===== src/csi_pkg.sv =====
/*
 * csi_pkg: constants and types for the charge status indicator.
 * Assumes a 50 MHz system clock; all intervals count millisecond ticks except the tone half period, which counts clock cycles.
 */
package csi_pkg;
    localparam int CSI_CLK_HZ = 50_000_000;
    localparam int CSI_TICK_NS = 1_000_000; // one millisecond
    localparam int CSI_CLK_NS = 20;
    localparam int CSI_TICK_CYCLES = CSI_TICK_NS / CSI_CLK_NS;
    // tone half period: 2 kHz means 250 us high, 250 us low
    localparam int CSI_TONE_HZ = 2000;
    localparam int CSI_TONE_HALF_CYCLES = CSI_CLK_HZ / (2 * CSI_TONE_HZ);
    localparam int CSI_SLOW_ON_MS = 1000;
    localparam int CSI_SLOW_OFF_MS = 1000;
    localparam int CSI_FAST_ON_MS = 400;
    localparam int CSI_FAST_OFF_MS = 800;
    localparam int CSI_NOTIFY_MS = 400;
    localparam int CSI_FOD_PHASE_MS = 30_000;
    // option code field, the two pull codes, the last lit code, the last code and the reset code
    localparam int CSI_OPT_W = 4;
    localparam logic [3:0] CSI_OPT_PULL_DOWN = 4'h1;
    localparam logic [3:0] CSI_OPT_PULL_UP = 4'h6;
    localparam logic [3:0] CSI_OPT_LAST_ON = 4'h5;
    localparam logic [3:0] CSI_OPT_LAST = 4'hA;
    localparam logic [3:0] CSI_OPT_RESET = 4'h0;
    // general-purpose pin positions
    localparam int CSI_PIN_RED = 0;
    localparam int CSI_PIN_THERM = 2;
    localparam int CSI_PIN_GREEN = 3;
    localparam int CSI_PIN_BUZZ = 4;
    localparam int CSI_PIN_COUNT = 7;

    typedef enum logic [2:0] {
        CSI_STANDBY = 3'b000,
        CSI_TRANSFER = 3'b001,
        CSI_COMPLETE = 3'b010,
        CSI_FAULT = 3'b011,
        CSI_FOD = 3'b100
    } csi_state_t;

    typedef struct packed {
        logic out;
        logic oe;
    } csi_pin_t;
endpackage : csi_pkg


===== src/csi_indicator.sv =====
/*
 * csi_indicator: red and green open-drain lamps and buzzer for status display.
 * Assumes op_state comes from logic on the same clock, and the option code
 * and thermistor come from pins (synchronised here).
 */
`timescale 1ns/100ps
module csi_indicator #(
    parameter int TICK_CYCLES = csi_pkg::CSI_TICK_CYCLES,
    parameter int FOD_PHASE_MS = csi_pkg::CSI_FOD_PHASE_MS,
    parameter int TONE_HALF_CYCLES = csi_pkg::CSI_TONE_HALF_CYCLES
) (
    input wire logic clock,
    input wire logic rst,
    input wire csi_pkg::csi_state_t op_state,
    input wire logic [csi_pkg::CSI_OPT_W-1:0] option_code,
    input wire logic buzzer_enable,
    input wire logic [csi_pkg::CSI_PIN_COUNT-1:0] gpio_in,
    output csi_pkg::csi_pin_t [csi_pkg::CSI_PIN_COUNT-1:0] gpio_drive,
    output logic thermistor_level
);
    import csi_pkg::*;

    localparam int TW = $clog2(TICK_CYCLES + 1);
    localparam int HW = $clog2(TONE_HALF_CYCLES + 1);
    localparam int FW = $clog2(FOD_PHASE_MS + 1);
    localparam int NW = $clog2(CSI_NOTIFY_MS + 1);

    logic [TW-1:0] tick_cnt;
    logic tick;
    logic [CSI_OPT_W-1:0] opt_meta;
    logic [CSI_OPT_W-1:0] opt_sync;
    logic [CSI_OPT_W-1:0] option;
    logic opt_taken;
    logic [1:0] therm_sync;
    csi_state_t prev_state;
    logic slow_lit;
    logic fast_lit;
    logic [FW-1:0] fod_ms;
    logic fod_quiet;
    logic [NW-1:0] notify_ms;
    logic notifying;
    logic [HW-1:0] half_cnt;
    logic tone_wave;
    logic standby_on;
    logic next_red;
    logic next_green;
    logic next_buzz;
    logic tone_active;
    logic red_lit;
    logic green_lit;
    logic buzz_level;

    // one shared millisecond timebase keeps lamp and buzzer phases aligned
    always_ff @(posedge clock) begin
        if (rst) begin
            tick_cnt <= '0;
            tick <= 1'b0;
        end else if (tick_cnt == TW'(TICK_CYCLES - 1)) begin
            tick_cnt <= '0;
            tick <= 1'b1;
        end else begin
            tick_cnt <= tick_cnt + 1'b1;
            tick <= 1'b0;
        end
    end

    // option pins pass two flops; the code is caught once, at the first millisecond tick after reset
    always_ff @(posedge clock) begin
        if (rst) begin
            opt_meta <= CSI_OPT_RESET;
            opt_sync <= CSI_OPT_RESET;
            option <= CSI_OPT_RESET;
            opt_taken <= 1'b0;
        end else begin
            opt_meta <= option_code;
            opt_sync <= opt_meta;
            if (!opt_taken && tick) begin
                option <= opt_sync;
                opt_taken <= 1'b1;
            end
        end
    end

    // thermistor pin is only synchronised and passed on; sensing lives elsewhere
    always_ff @(posedge clock) begin
        if (rst) begin
            therm_sync <= 2'b00;
            thermistor_level <= 1'b0;
        end else begin
            therm_sync <= {therm_sync[0], gpio_in[CSI_PIN_THERM]};
            thermistor_level <= therm_sync[1];
        end
    end

    // state history for the transfer entry tone
    always_ff @(posedge clock) begin
        if (rst) begin
            prev_state <= CSI_STANDBY;
        end else begin
            prev_state <= op_state;
        end
    end

    csi_blink #(
        .ON_MS(CSI_SLOW_ON_MS),
        .OFF_MS(CSI_SLOW_OFF_MS)
    ) u_slow (
        .clock(clock),
        .rst(rst),
        .tick(tick),
        .run(op_state == CSI_TRANSFER),
        .lit(slow_lit)
    );

    csi_blink #(
        .ON_MS(CSI_FAST_ON_MS),
        .OFF_MS(CSI_FAST_OFF_MS)
    ) u_fast (
        .clock(clock),
        .rst(rst),
        .tick(tick),
        .run(op_state == CSI_FOD),
        .lit(fast_lit)
    );

    // warning buzzer alternates 30 s sounding and 30 s quiet; lamps ignore it
    always_ff @(posedge clock) begin
        if (rst || op_state != CSI_FOD) begin
            fod_ms <= '0;
            fod_quiet <= 1'b0;
        end else if (tick) begin
            if (fod_ms == FW'(FOD_PHASE_MS - 1)) begin
                fod_ms <= '0;
                fod_quiet <= !fod_quiet;
            end else begin
                fod_ms <= fod_ms + 1'b1;
            end
        end
    end

    // single 400 ms notice starting the cycle after transfer is entered
    always_ff @(posedge clock) begin
        if (rst) begin
            notify_ms <= '0;
            notifying <= 1'b0;
        end else if (op_state != CSI_TRANSFER) begin
            notify_ms <= '0;
            notifying <= 1'b0;
        end else if (prev_state != CSI_TRANSFER) begin
            notify_ms <= '0;
            notifying <= 1'b1;
        end else if (notifying && tick) begin
            if (notify_ms == NW'(CSI_NOTIFY_MS - 1)) begin
                notifying <= 1'b0;
            end else begin
                notify_ms <= notify_ms + 1'b1;
            end
        end
    end

    // 2 kHz square wave, free running; gating happens in next_buzz ahead of the output flop
    always_ff @(posedge clock) begin
        if (rst) begin
            half_cnt <= '0;
            tone_wave <= 1'b0;
        end else if (half_cnt == HW'(TONE_HALF_CYCLES - 1)) begin
            half_cnt <= '0;
            tone_wave <= !tone_wave;
        end else begin
            half_cnt <= half_cnt + 1'b1;
        end
    end

    // codes one to five light standby; code zero (nothing caught yet) and six up stay dark
    assign standby_on = (option >= CSI_OPT_PULL_DOWN)
        && (option <= CSI_OPT_LAST_ON);

    // lamp and buzzer levels per operating state
    always_comb begin
        next_red = 1'b0;
        next_green = 1'b0;
        tone_active = 1'b0;
        unique case (op_state)
            CSI_STANDBY: begin
                next_red = standby_on;
                next_green = standby_on;
            end
            CSI_TRANSFER: begin
                next_green = slow_lit;
                tone_active = notifying;
            end
            CSI_COMPLETE: begin
                next_green = 1'b1;
            end
            CSI_FAULT: begin
                next_red = 1'b1;
            end
            CSI_FOD: begin
                next_red = fast_lit;
                tone_active = fast_lit && !fod_quiet;
            end
            default: begin
                next_red = 1'b0;
            end
        endcase
        next_buzz = buzzer_enable && tone_active && tone_wave;
    end

    // registered pin levels so the outputs come straight from flops
    always_ff @(posedge clock) begin
        if (rst) begin
            red_lit <= 1'b0;
            green_lit <= 1'b0;
            buzz_level <= 1'b0;
        end else begin
            red_lit <= next_red;
            green_lit <= next_green;
            buzz_level <= next_buzz;
        end
    end

    // open drain lamps sink current when lit; buzzer is push-pull
    always_comb begin
        gpio_drive = '0;
        gpio_drive[CSI_PIN_RED].oe = red_lit;
        gpio_drive[CSI_PIN_GREEN].oe = green_lit;
        gpio_drive[CSI_PIN_BUZZ].out = buzz_level;
        gpio_drive[CSI_PIN_BUZZ].oe = 1'b1;
    end
endmodule : csi_indicator


===== src/csi_blink.sv =====
/*
 * csi_blink: on/off pattern generator stepping on millisecond ticks.
 * Assumes tick is a one-cycle pulse from the shared timebase.
 */
`timescale 1ns/100ps
module csi_blink #(
    parameter int ON_MS = 1000,
    parameter int OFF_MS = 1000
) (
    input wire logic clock,
    input wire logic rst,
    input wire logic tick,
    input wire logic run,
    output logic lit
);
    localparam int W = $clog2(ON_MS + OFF_MS + 1);
    logic [W-1:0] ms;

    // phase counter restarts while idle so each pattern begins with an on phase
    always_ff @(posedge clock) begin
        if (rst || !run) begin
            ms <= '0;
        end else if (tick) begin
            if (ms == W'(ON_MS + OFF_MS - 1)) begin
                ms <= '0;
            end else begin
                ms <= ms + 1'b1;
            end
        end
    end

    assign lit = run && (ms < W'(ON_MS));
endmodule : csi_blink


===== config.mk =====
export PLATFORM = sky130hd
export DESIGN_NAME = csi_indicator
export DESIGN_NICKNAME = d
export VERILOG_FILES = /design/src/csi_pkg.sv /design/src/csi_indicator.sv /design/src/csi_blink.sv
export SDC_FILE = /design/constraint.sdc
export NUM_CORES = 1
export LEC_CHECK = 0
export ABC_AREA = 0
export BUFFER_PORTS_ARGS = -buffer_cell sky130_fd_sc_hd__clkbuf_2
export CAP_MARGIN = 0
export CORE_ASPECT_RATIO = 0.5
export CORE_MARGIN = 2
export CORE_UTILIZATION = 53
export DETAILED_ROUTE_END_ITERATION = 12
export PLACE_DENSITY_LB_ADDON = 0.3
export SYNTH_ARGS = -nofsm -noshare
export SYNTH_HDL_FRONTEND = slang
export SYNTH_SLANG_ARGS = --single-unit

===== constraint.sdc =====
create_clock -name clock -period 2.2 [get_ports clock]
set_input_delay 0.33 -clock clock [delete_from_list [all_inputs] [get_ports clock]]
set_output_delay 0.33 -clock clock [all_outputs]
set_load 0.02 [all_outputs]

==> summary.txt, run 1 <==
Status
  • Status: finished, final reports clean

Die
  • Die height: 68.3 µm
  • Site row count: 23
  • Core area: 0.00800 mm²
  • Die ar.: roughly 0.0090 mm²
  • I/O pin cnt: 32
  • Initial Util: 54.7%
  • DIE WIDTH: between 100 and 150 µm

Global route
  • Initial antenna violation count: 0
  • First-pass GRT wire length: about 12000 µm
  • Total track usage: 17.1%
  • Largest net degree at the start of global routing: 26
  • Vias in the first global route: 2763
  • Overflow left after global routing: 0

Yosys
  • Leading area contributor after synthesis: dfxtp_1
  • Yosys reg bits: 102
  • Post-synth top area share: a little under half
  • Post-synth cell types: 46
  • Synth area leaders: dfxtp_1, nor2_1, xnor2_1, xor2_1, nand4_1
  • Syn avg cell area: just over 9 µm²
  • Synth cell count leaders: dfxtp_1, nor2_1, xnor2_1
  • Main synth FF type: dfxtp_1
  • Mapped Area: 0.00438 mm²
  • Sequential share of the synthesized area: 46.6%
  • Synth warn: 0
  • Post-synth EDFFs: 0
  • Async S/R FF share, synth: 0%
  • Synth Instances: 483
  • Count leader, synth: dfxtp_1

Drt
  • DRT Wirelength: 7080 µm
  • Vias: 3160
  • Antenna Nets Post-Route: 0
  • DR WL/cell: ~12 µm
  • Post-DR vias/cell: 5.16
  • Post-route DRC: 0
  • DR iter-0 viols: 146
  • 1st-pass router iterations: 4

Power and ir drop
  • Leakage: 1.55 nW
  • Clock power share: 42.4%
  • Total power: approximately 3.4 mW
  • Switching pwr: 0.758 mW
  • Sw frac: 22.1%
  • Power Internal: about 2.7 mW
  • Pwr dens: approximately 720 mW/mm²
  • Power share of the combinational group: 2.8%
  • Reg power frac: a little over half
  • Worst VDD drop: 0.382 mV

STA
  • Final Setup Violations: 0
  • Setup TNS: 0 ns
  • Fin. Hold Viols: 0
  • Rel. slew slack: between 60 and 70%
  • Slew Limit Fails: 0
  • Worst Skew: 0.00767 ns
  • Fmax: about 520 MHz
  • RSZ-0062 raised after global routing: no
  • Worst-margin pin slew: between 0.5 and 0.6 ns
  • Final worst path period share: 86.9%
  • Fin crit period: 1.91 ns

Critical path
  • Worst setup EP type: flop
  • CP startpoint kind: flop
  • Critical path type: flop to flop
  • Worst EP required: 2.44 ns
  • WP data arrival: 2.15 ns
  • CP Max Fanout: 14

Flow run
  • Total of max-cap violations: 0

Final layout
  • Final Cell Area: 0.00476 mm²
  • Fin cells: around 600
  • Final net count: 518
  • # diodes: 0
  • Synth-to-layout area growth: 8.66%
  • Fraction of layout cells with a size suffix above 1: 7.40%

Clock network
  • Post-CTS sizing: 0
  • Clk buf depth: 2
  • Clock sink count: ~100
  • Htree depth: 3
  • Post-CTS Repair Setup Buffers: 0
  • Clk Latency, worst-skew pair: 0.35 ns
  • TritonCTS clock tree: done
  • Clock-pin slew on the worst setup and hold paths: 0.07 ns
  • Post-CTS Hold Fix Bufs: 0
  • Clk root buf: clkbuf_16
  • TritonCTS Buffers: 9

Placed design
  • Final GP Congestion: 0.836
  • Placed Cells: 596
  • DP HPWL: 4790 µm
  • Buffers on Ports: 14
  • Placed cell area: about 0.0045 mm²

Hold path
  • HP Class: input pin to flop
-- sequential cells by signal, summed over array words and instances (netlist names), 2 cells and up --
| register | count |
|---|---|
| half_cnt | 14 |
| notify_ms | 9 |
| u_fast.ms | 11 |
| tick_cnt | 16 |
| option | 4 |
| therm_sync | 2 |
| opt_sync | 4 |
| fod_ms | 15 |
| prev_state | 3 |
| u_slow.ms | 11 |
| opt_meta | 4 |
-- layout make-up --
cell class                      instances  area [µm²]
Fill cell                             695        3240
Inverter                               11        41.3
Multi-Input combinational cell        354        2170
Clock buffer                           10         229
Sequential cell                       102        2040
Clock inverter                          6        46.3
Tap cell                              112         140
Timing Repair Buffer                   17        92.6
-- per-stage QoR --
| step | setup slack (ns) | util [%] | hold slack [ns] |
|---|---|---|---|
| 3_3_place_gp | 0.319 | 56.0 | 0.416 |
| 6_report | 0.288 | 59.5 | 0.193 |
| 5_1_grt | 0.210 | 59.5 | 0.190 |
| 4_1_cts | 0.275 | 59.5 | 0.180 |
| 2_1_floorplan | 0.348 | - | 0.402 |
| 3_5_place_dp | 0.284 | 56.0 | 0.425 |
-- cell families (layout without fill, tap and decap cells) --
| kind of cell | after synthesis | after routing | synth area share [%] |
|---|---|---|---|
| flip-flops | 102 | 102 | 46.6 |
| XOR/XNOR | 65 | 65 | 13.0 |
| adder cells (fa/ha/maj) | 6 | 6 | 1.71 |
| buffers and inverters | 36 | 44 | 4.66 |
| AND/OR/NAND/NOR | 238 | 238 | 27.8 |
| AO/OA/AOI/OAI | 24 | 24 | 3.69 |
| multiplexers | 10 | 10 | 2.32 |
| other | 2 | 11 | 0.172 |
-- final timing paths --
| check | startpoint | to | slack [ns] | depth (start not counted) |
|---|---|---|---|---|
| worst max register to register | half_cnt[0]$_SDFF_PP0_ | half_cnt[4]$_SDFF_PP0_ | 0.29 | 5 |
| worst min register to register | therm_sync[1]$_SDFF_PP0_ | thermistor_level$_SDFF_PP0_ | 0.44 | 1 |
| worst min-delay path | option_code[0] | opt_meta[0]$_SDFF_PP0_ | 0.19 | 2 |
| worst max-delay path | half_cnt[0]$_SDFF_PP0_ | half_cnt[4]$_SDFF_PP0_ | 0.29 | 5 |
-- cell usage in the layout, fill, tap and decap left out, drive strengths merged, types with 4 or more instances in the layout --
| cell | Yosys | final |
|---|---|---|
| nor4 | 14 | 14 |
| nand3 | 20 | 20 |
| a21oi | 5 | 5 |
| or3 | 4 | 4 |
| and4 | 7 | 7 |
| nand2 | 24 | 24 |
| o21ai | 4 | 4 |
| clkbuf | 8 | 24 |
| nor2b | 14 | 14 |
| inv | 11 | 12 |
| xor2 | 26 | 26 |
| mux2i | 9 | 9 |
| nor2 | 98 | 98 |
| xnor2 | 39 | 39 |
| dfxtp | 102 | 102 |
| ha | 6 | 6 |
| conb | 2 | 11 |
| nand4 | 21 | 21 |
| nor3 | 13 | 13 |
-- per-layer routing --
metal / GRT usage, % / wire length [µm] / share of wire (%) / vias up
met2: 28.6 / 3220 / 45 / 38
met1: 20.6 / 3580 / 50 / 1463
li1: - / - / - / 1655
met5: 0 / 0 / 0 / -
met4: 6.45 / 49 / 0.69 / 0
met3: 6.22 / 236 / 3.3 / 4
-- worst max-delay path, cell delays in order (launching register included) --
cell	delay (ns)
dfxtp_1	0.35
ha_1	0.23
or4b_1	0.44
or4_4	0.52
nand2b_4	0.18
nor2_1	0.07
-- power groups by stage --
stage / Combinational [mW] / Clock [mW] / Sequential [mW]
floorplan: 0.0901 / 0 / 1.92
global placement: 0.0948 / 0 / 1.92
detailed placement: 0.0957 / 0 / 1.92
CTS: 0.0960 / 1.50 / 1.88
global route: 0.107 / 1.57 / 1.88
finish: 0.0949 / 1.45 / 1.88
Power figures use the tool's default switching activity.
==> run 2: changes to the inputs <==
==> constraint.sdc (replaced) <==
create_clock -name clock -period 1.6 [get_ports clock]
set_input_delay 0.24 -clock clock [delete_from_list [all_inputs] [get_ports clock]]
set_output_delay 0.24 -clock clock [all_outputs]
set_load 0.02 [all_outputs]
==> run 2 against run 1 <==
The flow now finishes with violations (negative setup slack). Sequential cell count is the same. Core utilization is 5.2 points higher. Sequential power increased by 38%. Total power grew 45%. Critical path type unchanged. Largest power group unchanged.
==> summary.txt, run 2 (synthesized netlist as in run 1, its figures left out) <==
Status
  • Status: finished, violations left
  • Failing checks: negative setup slack

Critical path
  • CP Buf/Inv Count: 0
  • WP data arrival: 2.03 ns
  • Critical path type: flop to flop
  • Worst path slowest cell: or4_4
  • Worst setup EP type: flop
  • CP startpoint kind: flop
  • CP Max Fanout: 7
  • Worst EP required: 1.84 ns
  • Crit path max-delay family: simple AND/OR/NAND/NOR gates
  • Critical Path, Cell by Cell: ha_4 -> or4b_4 -> or4_4 -> nand2b_4 -> nor2_1
  • Max incr delay on CP: approximately 0.55 ns

Global route
  • First-pass GRT wire length: between 10000 and 15000 µm
  • Overflow left after global routing: 0
  • Largest net degree at the start of global routing: 26
  • Vias in the first global route: around 2.9k
  • Initial antenna violation count: 0
  • Total track usage: 18.2%

Final layout
  • Multi-input combinational cell area: 0.00224 mm²
  • Synth-to-layout area growth: 18.2%
  • Top flop regs: tick_cnt x16, fod_ms x15, half_cnt x14
  • Largest Register: tick_cnt
  • Fin util: about 65%
  • Fin cells: 652
  • Largest register FFs: 16
  • Fraction of layout cells with a size suffix above 1: 17.4%
  • Final net count: 558
  • Filler cell count: 663
  • # diodes: 0
  • Commonest cells after routing, fill and taps aside: dfxtp_1, nor2_1, buf_4
  • Commonest non-fill, non-tap cell in the layout: dfxtp_1
  • Register area: 0.00205 mm²
  • Final Cell Area: 0.00517 mm²

Drt
  • DRT Wirelength: 7780 µm
  • Post-DR vias/cell: 5.08
  • Post-route DRC: 0
  • DR iter-0 viols: 156
  • Vias: 3315
  • 1st-pass router iterations: 6
  • DR WL/cell: roughly 12 µm
  • Antenna Nets Post-Route: 0

Placed design
  • Final GP Congestion: around 0.8
  • Placed cell area: about 0.0048 mm²
  • Buffers on Ports: 14
  • DP HPWL: 5310 µm
  • Placed Cells: approximately 630

Clock network
  • Clock-pin slew on the worst setup and hold paths: 0.07 ns
  • Clk root buf: clkbuf_16
  • TritonCTS Buffers: 9
  • TritonCTS clock tree: done
  • Clk Latency, worst-skew pair: 0.34 ns
  • Clk buf depth: 2
  • Post-CTS Hold Fix Bufs: 0
  • Htree depth: 3
  • Clock sink count: 102

Die
  • Die height: just under 70 µm
  • DIE WIDTH: between 100 and 150 µm
  • Core area: 0.00800 mm²
  • Initial Util: around 55%
  • I/O pin cnt: 32
  • Die ar.: 0.00905 mm²
  • Site row count: 23

STA
  • Fin crit period: 1.80 ns
  • Final Setup Violations: 15
  • RSZ-0062 raised after global routing: yes
  • Fin. Hold Viols: 0
  • Worst Skew: a little under 0.006 ns
  • Fmax: 557 MHz
  • Setup ws final: -0.197 ns
  • Slew Limit Fails: 0
  • Final worst path period share: 112%

Power and ir drop
  • Pwr dens: 959 mW/mm²
  • Leakage: 1.78 nW
  • Worst VDD drop: around 0.53 mV

Hold path
  • HP Class: input pin to flop

Flow run
  • Total of max-cap violations: 0
run 2: cell count changes in the layout (fill, tap and decap cells not counted), moves of 3 or more:
cell     before  now
nor2_1       98   90
dfxtp_1     102   99
dfxtp_2       0    3
nor2_2        0    8
buf_4         3   41
run 2: cell type report:
cell class	instances	area share (%)
Tap cell	112	2.71
Clock inverter	7	1.52
Inverter	11	0.798
Clock buffer	9	4.35
Multi-Input combinational cell	355	43.4
Timing Repair Buffer	56	7.69
Sequential cell	102	39.5
run 2: repair_timing:
| action | 4_1_cts | 5_1_grt |
|---|---|---|
| endpoints found under the setup margin | 15 | 29 |
| cloned | 1 | 0 |
| setup buffers | 0 | 1 |
| gates resized for setup | 1 | 15 |
| pin swaps | 5 | 3 |
run 2: path summary, 6_finish.rpt:
path              slack, ns  cells after the start                endpoint              startpoint
setup / recovery      -0.20                      5  half_cnt[0]$_SDFF_PP0_  half_cnt[1]$_SDFF_PP0_
hold reg to reg        0.44                      1  opt_sync[3]$_SDFF_PP0_  opt_meta[3]$_SDFF_PP0_
hold / removal         0.11                      2  opt_meta[1]$_SDFF_PP0_          option_code[1]
setup reg to reg      -0.20                      5  half_cnt[0]$_SDFF_PP0_  half_cnt[1]$_SDFF_PP0_
run 2: routing by layer:
metal	track usage (%)	up-vias	part of all wire, %
met1	21.6	1528	48
met5	0	-	0
li1	-	1738	-
met2	31.9	43	47
met3	5.04	6	3.8
met4	8.33	0	1.2
run 2: per-stage QoR:
step | setup WS, ns | total power [mW] | setup TNS [ns] | hold slack (ns)
floorplan | -0.211 | 2.77 | -2.69 | 0.312
global placement | -0.187 | 2.80 | -2.63 | 0.417
detailed placement | -0.223 | 2.81 | -3.16 | 0.422
CTS | -0.171 | 5.01 | -2.40 | 0.0993
global route | -0.247 | 5.13 | -3.49 | 0.113
finish | -0.197 | 4.96 | -2.72 | 0.107
run 2: where the power goes:
| part | switching, mW | internal, mW | total (mW) |
|---|---|---|---|
| Combinational | 0.0990 | 0.0695 | 0.168 |
| Clock | 0.977 | 1.23 | 2.21 |
| Sequential | 0.0159 | 2.57 | 2.59 |
| Total | 1.09 | 3.87 | 4.96 |
